===== src/rtl/acw_pkg.sv =====
// acw_pkg: field layout, encodings and constants of the arithmetic controls word.
// assumes: shared by the controls word register and its condition-code unit.
package acw_pkg;

    // ------------------------------------------------------------
    // word geometry
    // ------------------------------------------------------------
    localparam int          ACW_WIDTH     = 32;            // whole controls word
    localparam logic [31:0] ACW_USED_MASK = 32'hff1f_917f; // unused positions read as zero
    localparam logic [31:0] ACW_RESET     = 32'h0000_0000; // arbitrary: word is undefined at start

    // ------------------------------------------------------------
    // field positions
    // ------------------------------------------------------------
    localparam int CC_LSB     = 0;   // condition code, three bits
    localparam int CC_W       = 3;
    localparam int AS_LSB     = 3;   // arithmetic status, four bits, top bit is sign
    localparam int AS_W       = 4;
    localparam int IOV_FLAG   = 8;   // integer-overflow sticky flag
    localparam int IOV_MASK   = 12;  // integer-overflow fault mask
    localparam int NIF_BIT    = 15;  // no-imprecise-faults control
    localparam int FPF_LSB    = 16;  // floating-point sticky flags
    localparam int FPM_LSB    = 24;  // floating-point fault masks
    localparam int FP_N       = 5;   // flag/mask pairs
    localparam int NORM_BIT   = 29;  // normalizing mode
    localparam int RND_LSB    = 30;  // rounding field, two bits
    localparam int RND_W      = 2;

    // ------------------------------------------------------------
    // condition-code values and test masks
    // ------------------------------------------------------------
    localparam logic [2:0] CC_FALSE   = 3'h0;
    localparam logic [2:0] CC_TRUE    = 3'h2;
    localparam logic [2:0] CC_UNORD   = 3'h0;
    localparam logic [2:0] CC_GT      = 3'h1;
    localparam logic [2:0] CC_EQ      = 3'h2;
    localparam logic [2:0] CC_LT      = 3'h4;
    localparam logic [2:0] TEST_GE    = 3'h3;
    localparam logic [2:0] TEST_LE    = 3'h6;
    localparam logic [2:0] TEST_NE    = 3'h5;
    localparam logic [2:0] TEST_ORD   = 3'h7;

    // ------------------------------------------------------------
    // operand classes (low three bits of the status field)
    // ------------------------------------------------------------
    localparam logic [2:0] CLS_ZERO    = 3'h0;
    localparam logic [2:0] CLS_DENORM  = 3'h1;
    localparam logic [2:0] CLS_NORMAL  = 3'h2;
    localparam logic [2:0] CLS_INF     = 3'h3;
    localparam logic [2:0] CLS_QNAN    = 3'h4;
    localparam logic [2:0] CLS_SNAN    = 3'h5;
    localparam logic [2:0] CLS_RESOP   = 3'h6;

    // rounding modes as held in the rounding field
    typedef enum logic [1:0] {
        ACW_RND_NEAREST  = 2'h0,
        ACW_RND_DOWN     = 2'h1,
        ACW_RND_UP       = 2'h2,
        ACW_RND_TRUNCATE = 2'h3
    } acw_round_t;

endpackage


===== src/rtl/acw_cc_unit.sv =====
// acw_cc_unit: encodes boolean and compare outcomes into a condition code and
// tests the present code against a branch mask. purely combinational.
// assumes: at most one of bool_valid and cmp_valid per cycle; compare wins if both.
module acw_cc_unit
    import acw_pkg::*;
(
    input  wire logic       bool_valid,  // boolean result offered
    input  wire logic       bool_true,   // boolean outcome
    input  wire logic       cmp_valid,   // comparison result offered
    input  wire logic       cmp_gt,      // operand a greater
    input  wire logic       cmp_eq,      // operands equal
    input  wire logic       cmp_lt,      // operand a less; none set means unordered
    input  wire logic [2:0] cc_now,      // code presently held
    input  wire logic [2:0] test_mask,   // branch condition mask
    output logic            cc_write,    // a new code is to be stored
    output logic      [2:0] cc_code,     // the new code
    output logic            test_hit     // present code meets the mask
);

    // ------------------------------------------------------------
    // encoding
    // ------------------------------------------------------------
    wire logic [2:0] bool_code;          // true/false form
    wire logic [2:0] cmp_code;           // relation form

    assign bool_code = bool_true ? CC_TRUE : CC_FALSE;
    assign cmp_code  = cmp_lt ? CC_LT : cmp_eq ? CC_EQ : cmp_gt ? CC_GT : CC_UNORD;
    assign cc_write  = bool_valid | cmp_valid;
    assign cc_code   = cmp_valid ? cmp_code : bool_code;

    // ------------------------------------------------------------
    // test: unordered code 000 never meets any mask, so 111 means ordered
    // ------------------------------------------------------------
    assign test_hit  = |(cc_now & test_mask);

endmodule


===== src/rtl/acw_controls_word.sv =====
// acw_controls_word: the processor's 32-bit arithmetic controls word with its
// masked update, save/restore paths and the fault decisions that its masks steer.
// assumes: execution units present one-cycle requests synchronous to clock;
// a whole-word load and a save never need to be ordered inside one cycle.
module acw_controls_word
    import acw_pkg::*;
#(
    parameter int FP_FAULTS = FP_N       // floating-point flag/mask pairs
)
(
    input  wire logic                 clock,
    input  wire logic                 reset,
    // masked update
    input  wire logic                 mod_valid,
    input  wire logic [31:0]          mod_mask,
    input  wire logic [31:0]          mod_value,
    output logic                      mod_done,
    output logic      [31:0]          mod_old,
    // whole-word restore: process bind or handler return
    input  wire logic                 load_valid,
    input  wire logic [31:0]          load_word,
    // whole-word save: process suspend or interrupt/fault entry
    input  wire logic                 save_req,
    output logic                      save_valid,
    output logic      [31:0]          save_word,
    // condition code writers and test
    input  wire logic                 bool_valid,
    input  wire logic                 bool_true,
    input  wire logic                 cmp_valid,
    input  wire logic                 cmp_gt,
    input  wire logic                 cmp_eq,
    input  wire logic                 cmp_lt,
    input  wire logic                 test_valid,
    input  wire logic [2:0]           test_mask,
    output logic                      test_done,
    output logic                      test_taken,
    // classify
    input  wire logic                 class_valid,
    input  wire logic                 class_sign,
    input  wire logic [2:0]           class_code,
    // arithmetic events
    input  wire logic                 int_ovf_event,
    input  wire logic [FP_FAULTS-1:0] fp_event,
    input  wire logic                 fp_denorm_event,
    output logic                      int_ovf_fault,
    output logic      [FP_FAULTS-1:0] fp_fault,
    output logic                      fp_resop_fault,
    // controls seen by the execution units
    output logic      [31:0]          word,
    output logic                      precise_faults,
    output logic                      normalize_en,
    output acw_round_t                round_mode
);

    // ------------------------------------------------------------
    // helper: replace the bits selected by sel
    // ------------------------------------------------------------
    function automatic logic [31:0] merge(input logic [31:0] base,
                                          input logic [31:0] val,
                                          input logic [31:0] sel);
        merge = (base & ~sel) | (val & sel);
    endfunction

    // ------------------------------------------------------------
    // condition code unit
    // ------------------------------------------------------------
    wire logic       cc_write;          // a compare or boolean result this cycle
    wire logic [2:0] cc_code;           // its encoding
    wire logic       test_hit;          // branch test outcome on present code

    acw_cc_unit u_cc (
        .bool_valid (bool_valid),
        .bool_true  (bool_true),
        .cmp_valid  (cmp_valid),
        .cmp_gt     (cmp_gt),
        .cmp_eq     (cmp_eq),
        .cmp_lt     (cmp_lt),
        .cc_now     (word[CC_LSB +: CC_W]),
        .test_mask  (test_mask),
        .cc_write   (cc_write),
        .cc_code    (cc_code),
        .test_hit   (test_hit)
    );

    // ------------------------------------------------------------
    // field masks built once from the layout
    // ------------------------------------------------------------
    wire logic [31:0] cc_sel;           // condition code positions
    wire logic [31:0] as_sel;           // status positions
    wire logic [31:0] cc_put;           // code placed in position
    wire logic [31:0] as_put;           // class placed in position

    assign cc_sel = {{(32-CC_W){1'b0}}, {CC_W{1'b1}}} << CC_LSB;
    assign as_sel = {{(32-AS_W){1'b0}}, {AS_W{1'b1}}} << AS_LSB;
    assign cc_put = {29'h0, cc_code} << CC_LSB;
    assign as_put = {28'h0, class_sign, class_code} << AS_LSB;

    // ------------------------------------------------------------
    // fault gating: a set mask turns a fault into a sticky flag
    // ------------------------------------------------------------
    // decisions read the masks as held, so an update in the same cycle
    // only steers events from the next cycle on
    wire logic                 iov_masked;   // overflow seen while masked
    wire logic                 iov_raise;    // overflow seen while unmasked
    wire logic [FP_FAULTS-1:0] fp_masks;     // present float masks
    wire logic [FP_FAULTS-1:0] fp_masked;    // float events absorbed into flags
    wire logic [FP_FAULTS-1:0] fp_raise;     // float events that fault
    wire logic                 resop_raise;  // denormal operand refused

    assign iov_masked  = int_ovf_event &  word[IOV_MASK];
    assign iov_raise   = int_ovf_event & ~word[IOV_MASK];
    assign fp_masks    = word[FPM_LSB +: FP_FAULTS];
    assign fp_masked   = fp_event &  fp_masks;
    assign fp_raise    = fp_event & ~fp_masks;
    assign resop_raise = fp_denorm_event & ~word[NORM_BIT];

    // sticky sets laid out as word bits; a flag is only ever or-ed in
    wire logic [31:0] sticky_set;

    generate
        genvar gi;
        for (gi = 0; gi < 32; gi++) begin : g_sticky
            if (gi == IOV_FLAG) begin : g_iov
                assign sticky_set[gi] = iov_masked;
            end else if (gi >= FPF_LSB && gi < FPF_LSB + FP_FAULTS) begin : g_fp
                assign sticky_set[gi] = fp_masked[gi - FPF_LSB];
            end else begin : g_none
                assign sticky_set[gi] = 1'b0;
            end
        end
    endgenerate

    // ------------------------------------------------------------
    // next word: restore, then masked update, then unit writes,
    // then sticky sets, which win over any clear in the same cycle
    // ------------------------------------------------------------
    wire logic [31:0] base_word;        // after restore
    wire logic [31:0] mod_word;         // after masked update
    wire logic [31:0] cc_word;          // after condition code write
    wire logic [31:0] as_word;          // after classify
    wire logic [31:0] next_word;        // stored next edge

    assign base_word = load_valid ? load_word : word;
    // a restore replaces the whole word, so an update in the same cycle is dropped
    assign mod_word  = (mod_valid && !load_valid) ?
                       merge(base_word, mod_value, mod_mask) : base_word;
    assign cc_word   = cc_write ? merge(mod_word, cc_put, cc_sel) : mod_word;
    assign as_word   = class_valid ? merge(cc_word, as_put, as_sel) : cc_word;
    // unused positions are forced to zero even if software breaks that promise
    assign next_word = (as_word | sticky_set) & ACW_USED_MASK;

    // ------------------------------------------------------------
    // the controls word itself
    // ------------------------------------------------------------
    // reset value is arbitrary: software is expected to load the word at start
    always_ff @(posedge clock) begin
        if (reset) begin
            word <= ACW_RESET;
        end else begin
            word <= next_word;
        end
    end

    // ------------------------------------------------------------
    // masked update answer: the word as it stood before the change
    // ------------------------------------------------------------
    always_ff @(posedge clock) begin
        if (reset) begin
            mod_done <= 1'b0;
            mod_old  <= ACW_RESET;
        end else begin
            mod_done <= mod_valid;
            if (mod_valid) begin
                mod_old <= word;
            end
        end
    end

    // ------------------------------------------------------------
    // save path for suspend and interrupt/fault records
    // ------------------------------------------------------------
    // the saved image excludes this cycle's updates, so a record holds
    // the state the interrupted code actually saw
    always_ff @(posedge clock) begin
        if (reset) begin
            save_valid <= 1'b0;
            save_word  <= ACW_RESET;
        end else begin
            save_valid <= save_req;
            if (save_req) begin
                save_word <= word;
            end
        end
    end

    // ------------------------------------------------------------
    // branch test result
    // ------------------------------------------------------------
    always_ff @(posedge clock) begin
        if (reset) begin
            test_done  <= 1'b0;
            test_taken <= 1'b0;
        end else begin
            test_done  <= test_valid;
            test_taken <= test_valid & test_hit;
        end
    end

    // ------------------------------------------------------------
    // fault pulses, one cycle after the event
    // ------------------------------------------------------------
    always_ff @(posedge clock) begin
        if (reset) begin
            int_ovf_fault  <= 1'b0;
            fp_fault       <= '0;
            fp_resop_fault <= 1'b0;
        end else begin
            int_ovf_fault  <= iov_raise;
            fp_fault       <= fp_raise;
            fp_resop_fault <= resop_raise;
        end
    end

    // ------------------------------------------------------------
    // control fields seen by the execution units, straight off the word
    // ------------------------------------------------------------
    assign precise_faults = word[NIF_BIT];
    assign normalize_en   = word[NORM_BIT];
    // all four codes are legal; 11 selects truncation toward zero
    assign round_mode     = acw_round_t'(word[RND_LSB +: RND_W]);

    wire logic quiet_units;             // no unit writes a field this cycle
    assign quiet_units = !cc_write && !class_valid && !int_ovf_event && (fp_event == '0);

    // fields watched below, named once so their history can be sampled
    wire logic [FP_FAULTS-1:0] fp_flags;    // float sticky flags as held
    wire logic [CC_W-1:0]      cc_held;     // condition code as held
    assign fp_flags = word[FPF_LSB +: FP_FAULTS];
    assign cc_held  = word[CC_LSB +: CC_W];
endmodule


===== config.mk =====
export PLATFORM = sky130hd
export DESIGN_NAME = acw_controls_word
export DESIGN_NICKNAME = d
export VERILOG_FILES = /design/src/rtl/acw_pkg.sv /design/src/rtl/acw_cc_unit.sv /design/src/rtl/acw_controls_word.sv
export SDC_FILE = /design/constraint.sdc
export NUM_CORES = 1
export LEC_CHECK = 0
export BUFFER_PORTS_ARGS = -buffer_cell sky130_fd_sc_hd__clkbuf_2
export CORE_ASPECT_RATIO = 0.8
export CORE_MARGIN = 1
export CORE_UTILIZATION = 45
export DETAILED_ROUTE_END_ITERATION = 10
export GPL_TIMING_DRIVEN = 1
export PLACE_DENSITY_LB_ADDON = 0.3
export SLEW_MARGIN = 10
export SYNTH_ARGS = -nofsm -noshare
export SYNTH_HDL_FRONTEND = slang
export SYNTH_HIERARCHICAL = 1
export SYNTH_SLANG_ARGS = --single-unit

===== constraint.sdc =====
create_clock -name clock -period 2.8 [get_ports clock]
set_clock_uncertainty 0.05 [all_clocks]
set_input_delay 0.56 -clock clock [delete_from_list [all_inputs] [get_ports clock]]
set_output_delay 0.56 -clock clock [all_outputs]
set_load 0.01 [all_outputs]

==> results.py, run 1 <==
metrics = {
    "hold_path": {
        "holdCritStartpoint": "class_code[0]",
        "hold_class": "input port to flip-flop",
        "whs_path_depth": 3,
        "hold_end": "word[3]",
    },
    "critical_path": {
        "critPathKind": "flip-flop to output pin",
        "end_kind": "output pin",
        "path_delay_family": "flip-flops",
        "crit_chain": "clkbuf_2",
        "rr_endpoint": "word[1]",
        "cp_num_buf_inv": 1,
        "cpMaxStageDelayCell": "dfxtp_1",
        "worst_ep_arrival_time_ps": 990,
        "cp.required_ps": 2190,
        "r2r_slack_ps": 1680,
        "slowest_delay_ps": 460,
        "critPathMaxFanout": 5,
        "cp-start-kind": "flip-flop",
        "reg2regPathDepth": 3,
        "r2r_start": "word[1]",
    },
    "timing": {
        "worst_slew_pin_slew_ps": 878,
        "final-setup-viol-count": 0,
        "fin_ws_ps": 1200,
        "max_freq_ghz": 0.626,
        "relSlewSlack": 0.415,
        "fin_crit_sh": 0.571,
        "rsz0062_at_grt": "false",
        "slew_violations": 0,
        "finalSetupTns_ps": 0,
        "hold_viol_final": 0,
        "min_period_ps": 1600,
    },
    "clock_tree": {
        "cts_tree": "done",
        "clk_path_buf_depth": 2,
        "h-tree-depth": 3,
        "cts_buffers": 9,
        "clock_sinks": 80,
        "postCtsHoldBufs": 0,
        "cts_resized": 0,
        "cts-root-buf": "clkbuf_8",
        "post-cts-setup-buffers": 0,
        "clock_latency_ps": 340,
        "path_clk_slew_ps": 90,
    },
    "floorplanning": {
        "dieHeight_um": 80.7,
        "initial_utilization": 0.467,
        "core_um2": 7460,
        "io_pins": 234,
        "die_x_um": 100,
        "rows": 28,
        "die_area_um2": 8100,
    },
    "detailed_routing": {
        "drc_errors": 0,
        "initialDrtViolationCount": 102,
        "first_pass_iters": 4,
        "wl_per_cell_um": 13.7,
        "ant_nets": 0,
        "num_vias": 3079,
        "via_per_inst": 4.88,
        "wirelength_mm": 8.66,
    },
    "synthesis": {
        "synth_top_cell_by_area": "dfxtp_1",
        "yosys_warnings": 6,
        "syn_area_um2": 3480,
        "synth-seq-area-share": 0.460,
        "synth_most_common_cell": "dfxtp_1",
        "avgSynthCellArea_um2": 9.79,
        "synth_common_cells": "80 x dfxtp_1, 46 x mux2i_1, 46 x nor2_1",
        "synth_top_area_frac": 0.460,
        "syn_inst": 356,
        "ys_types": 29,
        "synth_enable_flop_cells": 0,
        "synth_flop_cell": "dfxtp_1",
        "async_reset_ff_frac": 0,
        "ys_seq_elements": 80,
        "ys_top_cells_by_area": "dfxtp_1 46%, mux2i_1 13%, buf_4 7.8%, nor2_1 5.0%, a311oi_1 4.3%",
    },
    "placed_design": {
        "gp_congestion": 0.760,
        "dp_cells": 615,
        "portBuffers": 179,
        "hpwl_mm": 6.22,
        "dp_slack_ps": 1040,
        "dpl_cell_area_um2": 4260,
    },
    "global_routing": {
        "grt_pass1_wl_mm": 13.0,
        "grt_pass1_vias": 2674,
        "grt_antenna_before_repair": 0,
        "grt_use_total": 0.208,
        "grt_max_degree": 66,
        "grt_overflow_total": 0,
    },
    "finish": {
        "antenna_cells": 0,
        "drive_gt1_frac": 0.384,
        "nets": 644,
        "design_area_um2": 4440,
        "area_delta_synth_final_pct": 27.3,
        "multi_input_area_um2": 1580,
        "nFillCells": 727,
        "ff_latch_area_um2": 1600,
        "fin_cells": 631,
    },
    "power": {
        "p_leak_nw": 2.21,
        "max-vdd-ir-drop_uv": 335,
        "powerDensity_nw_per_um2": 541,
    },
    "run_status": {
        "status": "finished clean",
    },
    "flow_run": {
        "maxCapViolCount": 0,
    },
}
## how the worst max path moves through the flow
stage	startpoint	end	slack, ps	cells after the start
2_1_floorplan	cmp_valid	word[0]	1300	3
3_3_place_gp	save_req	save_word[15]	1070	3
3_5_place_dp	save_req	save_word[16]	1040	3
4_1_cts	word[31]	round_mode[1]	1180	1
5_1_grt	word[25]	word[25]	1130	1
6_report	word[30]	word[30]	1200	1
## power by group
part           internal [mW]  switching [mW]  total (mW)
Clock                  0.330           0.437       0.767
Sequential              1.20          0.0517        1.25
Combinational          0.178           0.203       0.381
## registers in the layout, indices dropped and copies added, names as in the netlist
| name | flops |
|---|---|
| fp_fault | 5 |
| test_done | 1 |
| mod_done | 1 |
| test_taken | 1 |
| mod_old | 23 |
| save_valid | 1 |
| save_word | 23 |
| int_ovf_fault | 1 |
| fp_resop_fault | 1 |
| word | 23 |
## final cells by class
type / instances / share of cell area
timing repair buffer: 183 / 0.212
clock inverter: 7 / 0.0118
sequential: 80 / 0.361
multi-input combinational: 245 / 0.356
tap: 105 / 0.0296
inverter: 2 / 0.00169
clock buffer: 9 / 0.0279
## per-stage QoR
step                total power [mW]  utilization  hold WS [ps]
floorplan                       1.52            -           481
global placement                1.65        0.571           423
detailed placement              1.66        0.571           430
CTS                             2.44        0.594           387
global route                    2.53        0.594           386
finish                          2.40        0.594           412
## metal layers
metal | vias to the layer above | global-route usage | wire (um) | share of wire
met3 | 5 | 0.0653 | 627 | 0.072
met1 | 1425 | 0.263 | 3890 | 0.45
met5 | - | 0 | 0 | 0
li1 | 1535 | - | - | -
met4 | 0 | 0.0609 | 54 | 0.0062
met2 | 114 | 0.341 | 4080 | 0.47
## layout by cell type, fill, tap and decap left out, drive strengths merged, types with 11 or more instances in the layout
cell	synthesis	routed
a21boi	17	17
a311oi	17	17
clkbuf	7	188
conb	1	27
dfxtp	80	80
mux2i	46	46
nand2	14	14
nor2	46	46
nor2b	20	20
nor3	11	11
## logic make-up (layout without fill, tap and decap cells)
group	Yosys count	in the layout	synth area share
buffers and inverters	57	201	0.115
multiplexers	46	46	0.132
AO/OA/AOI/OAI	55	55	0.125
AND/OR/NAND/NOR	117	117	0.167
flip-flops	80	80	0.460
other	1	27	0.00108
Power figures use the tool's default switching activity.
==> run 2: changes to the inputs <==
- CORE_UTILIZATION: 45 -> 42
- clock period: 2.8 -> 1.49 ns (I/O delays scaled with it)
==> run 2 against run 1 <==
Power is 98% higher. Worst setup slack worse by 1100 ps. Utilization is 2.3 points lower. Largest cell class unchanged. Largest power group unchanged. Highest routed layer unchanged.
==> results.py, run 2 (synthesis results as in run 1) <==
metrics = {
    "run_status": {
        "status": "finished clean",
    },
    "finish": {
        "antenna_cells": 0,
        "largestRegisters": "mod_old x23, save_word x23, word x23",
        "area_delta_synth_final_pct": 31.0,
        "nFillCells": 761,
        "mostFrequentLayoutCell": "clkbuf_2",
        "nets": 649,
        "final_core_util": 0.572,
        "design_area_um2": 4560,
        "layout_common_cells": "179 x clkbuf_2, 80 x dfxtp_1, 46 x mux2i_1, 46 x nor2_1, 27 x conb_1",
        "drive_gt1_frac": 0.390,
    },
    "timing": {
        "rsz0062_at_grt": "false",
        "finalSetupTns_ps": 0,
        "fin_ws_ps": 144,
        "hold_viol_final": 0,
        "final-setup-viol-count": 0,
        "slew_violations": 0,
        "fin_crit_sh": 0.904,
        "max_freq_ghz": 0.743,
        "min_period_ps": 1350,
    },
    "critical_path": {
        "worst_ep_arrival_time_ps": 1000,
        "cp_num_buf_inv": 1,
        "critPathKind": "flip-flop to output pin",
        "path_delay_family": "flip-flops",
        "r2r_start": "word[2]",
        "cp-start-kind": "flip-flop",
        "crit_end": "word[25]",
        "cp.depth": 1,
        "end_kind": "output pin",
        "r2r_slack_ps": 400,
        "cp.required_ps": 1140,
        "rr_endpoint": "word[2]",
        "slowest_delay_ps": 470,
        "crit_chain": "clkbuf_2",
        "reg2regPathDepth": 3,
        "startpoint": "word[25]",
        "cpMaxStageDelayCell": "dfxtp_1",
        "critPathMaxFanout": 6,
    },
    "detailed_routing": {
        "ant_nets": 0,
        "num_vias": 3112,
        "drc_errors": 0,
        "initialDrtViolationCount": 108,
        "wl_per_cell_um": 13.9,
        "wirelength_mm": 8.89,
        "first_pass_iters": 4,
        "via_per_inst": 4.87,
    },
    "global_routing": {
        "grt_overflow_total": 0,
        "grt_use_total": 0.210,
        "grt_max_degree": 45,
        "grt_pass1_wl_mm": 14.5,
        "grt_pass1_vias": 2952,
        "grt_antenna_before_repair": 0,
    },
    "floorplanning": {
        "dieHeight_um": 83.5,
        "die_x_um": 104,
        "io_pins": 234,
        "core_um2": 7980,
        "die_area_um2": 8670,
        "rows": 29,
        "initial_utilization": 0.437,
    },
    "clock_tree": {
        "postCtsHoldBufs": 0,
        "cts_resized": 0,
        "clock_latency_ps": 340,
        "clock_sinks": 80,
        "post-cts-setup-buffers": 0,
        "h-tree-depth": 3,
        "cts_buffers": 9,
        "cts-root-buf": "clkbuf_8",
        "clk_path_buf_depth": 2,
        "path_clk_slew_ps": 80,
        "cts_tree": "done",
    },
    "power": {
        "p_sw_mw": 1.28,
        "power.share.clock": 0.350,
        "p_int_mw": 3.49,
        "powerDensity_nw_per_um2": 1040,
        "p_leak_nw": 2.26,
        "finalPower_mw": 4.76,
        "max-vdd-ir-drop_uv": 714,
        "swShare": 0.268,
        "pwr-share-comb": 0.156,
        "seqPwrFrac": 0.494,
    },
    "hold_path": {
        "hold_class": "input port to flip-flop",
    },
    "placed_design": {
        "dp_slack_ps": 67.1,
        "gp_congestion": 0.812,
        "portBuffers": 179,
        "hpwl_mm": 6.59,
        "dpl_cell_area_um2": 4350,
    },
    "flow_run": {
        "maxCapViolCount": 0,
    },
}
[run 2: worst min-delay path by stage]
| stage | startpoint | end | slack (ps) | cells after the start |
|---|---|---|---|---|
| final | fp_denorm_event | fp_resop_fault | 140 | 2 |
| after global routing | fp_denorm_event | fp_resop_fault | 120 | 2 |
| after CTS | fp_denorm_event | fp_resop_fault | 120 | 2 |
| after detailed placement | save_word[28] | save_word[28] | 430 | 2 |
| after global placement | save_word[8] | save_word[8] | 420 | 2 |
| after floorplan | class_valid | word[6] | 400 | 2 |
[run 2: routing by layer]
layer | part of all wire | vias to the layer above | track usage
li1 | - | 1536 | -
met1 | 0.45 | 1431 | 0.265
met2 | 0.47 | 133 | 0.348
met3 | 0.070 | 12 | 0.0601
met4 | 0.011 | 0 | 0.0610
met5 | 0 | - | 0
[run 2: layout make-up]
type,instances,area (um^2),share of cell area
clock inverters,5,62.6,0.0137
inverters,2,7.51,0.00164
multi-input cells,245,1580,0.346
well taps,108,135,0.0296
flip-flops and latches,80,1600,0.351
clock buffers,11,151,0.0332
repair buffers,188,1030,0.225
[run 2: power groups by stage]
stage / clock network (mW) / logic (mW) / registers [mW]
floorplan: 0 / 0.424 / 2.44
global placement: 0 / 0.734 / 2.40
detailed placement: 0 / 0.744 / 2.40
CTS: 1.71 / 0.747 / 2.35
global route: 1.81 / 0.815 / 2.37
finish: 1.67 / 0.741 / 2.35
[run 2: stage by stage]
stage / cells / hold slack (ps)
after floorplan: 382 / 400
after global routing: 639 / 120
after detailed placement: 623 / 430
final: 639 / 141
after global placement: 623 / 422
after CTS: 639 / 122
[run 2: worst register-to-register path: stages, from the launching register on]
cell and delay (ps):
dfxtp_1 410, a21boi_0 210, a311oi_1 70, o32ai_1 270
==> run 3: changes to the inputs <==
- BUFFER_PORTS_ARGS: -buffer_cell sky130_fd_sc_hd__clkbuf_2 -> -buffer_cell sky130_fd_sc_hd__buf_2
==> run 3 against run 2 <==
Power fell by 1.0%. Global-route usage fell by 0.28 points. Utilization fell by 0.30 points. Via count fell by 0.35%. Sequential power barely moved. Critical path depth did not move. Die area did not move. Routed wire length rose by 2.3%. Hold slack improved by 21 ps. Sequential share of layout area rose by 0.18 points. Worst setup slack improved by 6.5 ps. Combinational power rose by 0.8%. Largest cell class unchanged. Highest routed layer unchanged.
==> results.py, run 3 (synthesis results as in run 1) <==
metrics = {
    "placed_design": {
        "dpl_cell_area_um2": 4340,
        "portBuffers": 179,
        "gp_congestion": 0.805,
        "hpwl_mm": 6.60,
    },
    "finish": {
        "mostFrequentLayoutCell": "buf_2",
        "ff_latch_area_um2": 1600,
        "nets": 647,
        "largestRegisters": "mod_old x23, save_word x23, word x23",
        "layout_common_cells": "179 x buf_2, 80 x dfxtp_1, 46 x mux2i_1, 46 x nor2_1, 27 x conb_1",
        "antenna_cells": 0,
        "design_area_um2": 4540,
        "drive_gt1_frac": 0.386,
        "multi_input_area_um2": 1580,
        "nFillCells": 748,
        "area_delta_synth_final_pct": 30.3,
    },
    "clock_tree": {
        "cts_resized": 0,
        "post-cts-setup-buffers": 0,
        "cts-root-buf": "clkbuf_8",
        "clk_path_buf_depth": 2,
        "path_clk_slew_ps": 80,
        "postCtsHoldBufs": 0,
        "cts_tree": "done",
        "clock_latency_ps": 340,
        "clock_sinks": 80,
        "h-tree-depth": 3,
        "cts_buffers": 9,
    },
    "detailed_routing": {
        "ant_nets": 0,
        "initialDrtViolationCount": 159,
        "first_pass_iters": 4,
        "via_per_inst": 4.87,
        "wirelength_mm": 9.10,
        "drc_errors": 0,
        "wl_per_cell_um": 14.3,
        "num_vias": 3101,
    },
    "hold_path": {
        "hold_class": "input port to flip-flop",
    },
    "global_routing": {
        "grt_pass1_wl_mm": 14.5,
        "grt_overflow_total": 0,
        "grt_use_total": 0.207,
        "grt_antenna_before_repair": 0,
        "grt_pass1_vias": 3028,
        "grt_max_degree": 48,
    },
    "timing": {
        "final-setup-viol-count": 0,
        "fin_crit_sh": 0.899,
        "min_period_ps": 1340,
        "rsz0062_at_grt": "false",
        "finalSetupTns_ps": 0,
        "hold_viol_final": 0,
        "slew_violations": 0,
        "max_freq_ghz": 0.746,
    },
    "run_status": {
        "status": "finished clean",
    },
    "critical_path": {
        "cp-start-kind": "flip-flop",
        "crit_chain": "buf_2",
        "worst_ep_arrival_time_ps": 990,
        "cpMaxStageDelayCell": "dfxtp_1",
        "end_kind": "output pin",
        "slowest_delay_ps": 470,
        "cp_num_buf_inv": 1,
        "critPathMaxFanout": 6,
        "path_delay_family": "flip-flops",
        "critPathKind": "flip-flop to output pin",
        "cp.required_ps": 1140,
    },
    "floorplanning": {
        "rows": 29,
        "io_pins": 234,
        "dieHeight_um": 83.5,
        "die_x_um": 104,
        "die_area_um2": 8670,
        "core_um2": 7980,
        "initial_utilization": 0.437,
    },
    "power": {
        "powerDensity_nw_per_um2": 1040,
        "p_leak_nw": 2.28,
        "max-vdd-ir-drop_uv": 608,
        "finalPower_mw": 4.71,
    },
    "flow_run": {
        "maxCapViolCount": 0,
    },
}
-- run 3: final timing paths --
check                                startpoint        endpoint  slack [ps]  cells after the start
worst max-delay path                   word[12]        word[12]         150                      1
worst min-delay path            fp_denorm_event  fp_resop_fault         160                      2
worst max register to register          word[5]         word[5]         370                      3
worst min register to register    save_word[29]   save_word[29]         440                      2
-- run 3: layout make-up --
cell class / instances / area share
repair buffers: 186 / 0.223
clock inverters: 5 / 0.0141
well taps: 108 / 0.0298
clock buffers: 11 / 0.0311
inverters: 2 / 0.00165
multi-input cells: 245 / 0.348
flip-flops and latches: 80 / 0.353
-- run 3: report_power, final --
part / leakage, nW / switching, mW / internal, mW
registers: 0.657 / 0.0930 / 2.26
logic: 1.52 / 0.393 / 0.354
clock network: 0.100 / 0.787 / 0.833
-- run 3: stage by stage --
stage               hold slack, ps  cells  utilization  setup WS [ps]
floorplan                      400    382            -            255
global placement               419    621        0.543           78.0
detailed placement             426    621        0.543           37.0
CTS                            145    637        0.569            138
global route                   140    637        0.569            110
finish                         162    637        0.569            150
-- run 3: metal layers --
metal  vias to the layer above  part of all wire  track usage
met5                         -                 0            0
met4                         0             0.013       0.0571
met3                        11             0.068       0.0531
met2                       132              0.48        0.356
met1                      1431              0.44        0.256
li1                       1527                 -            -
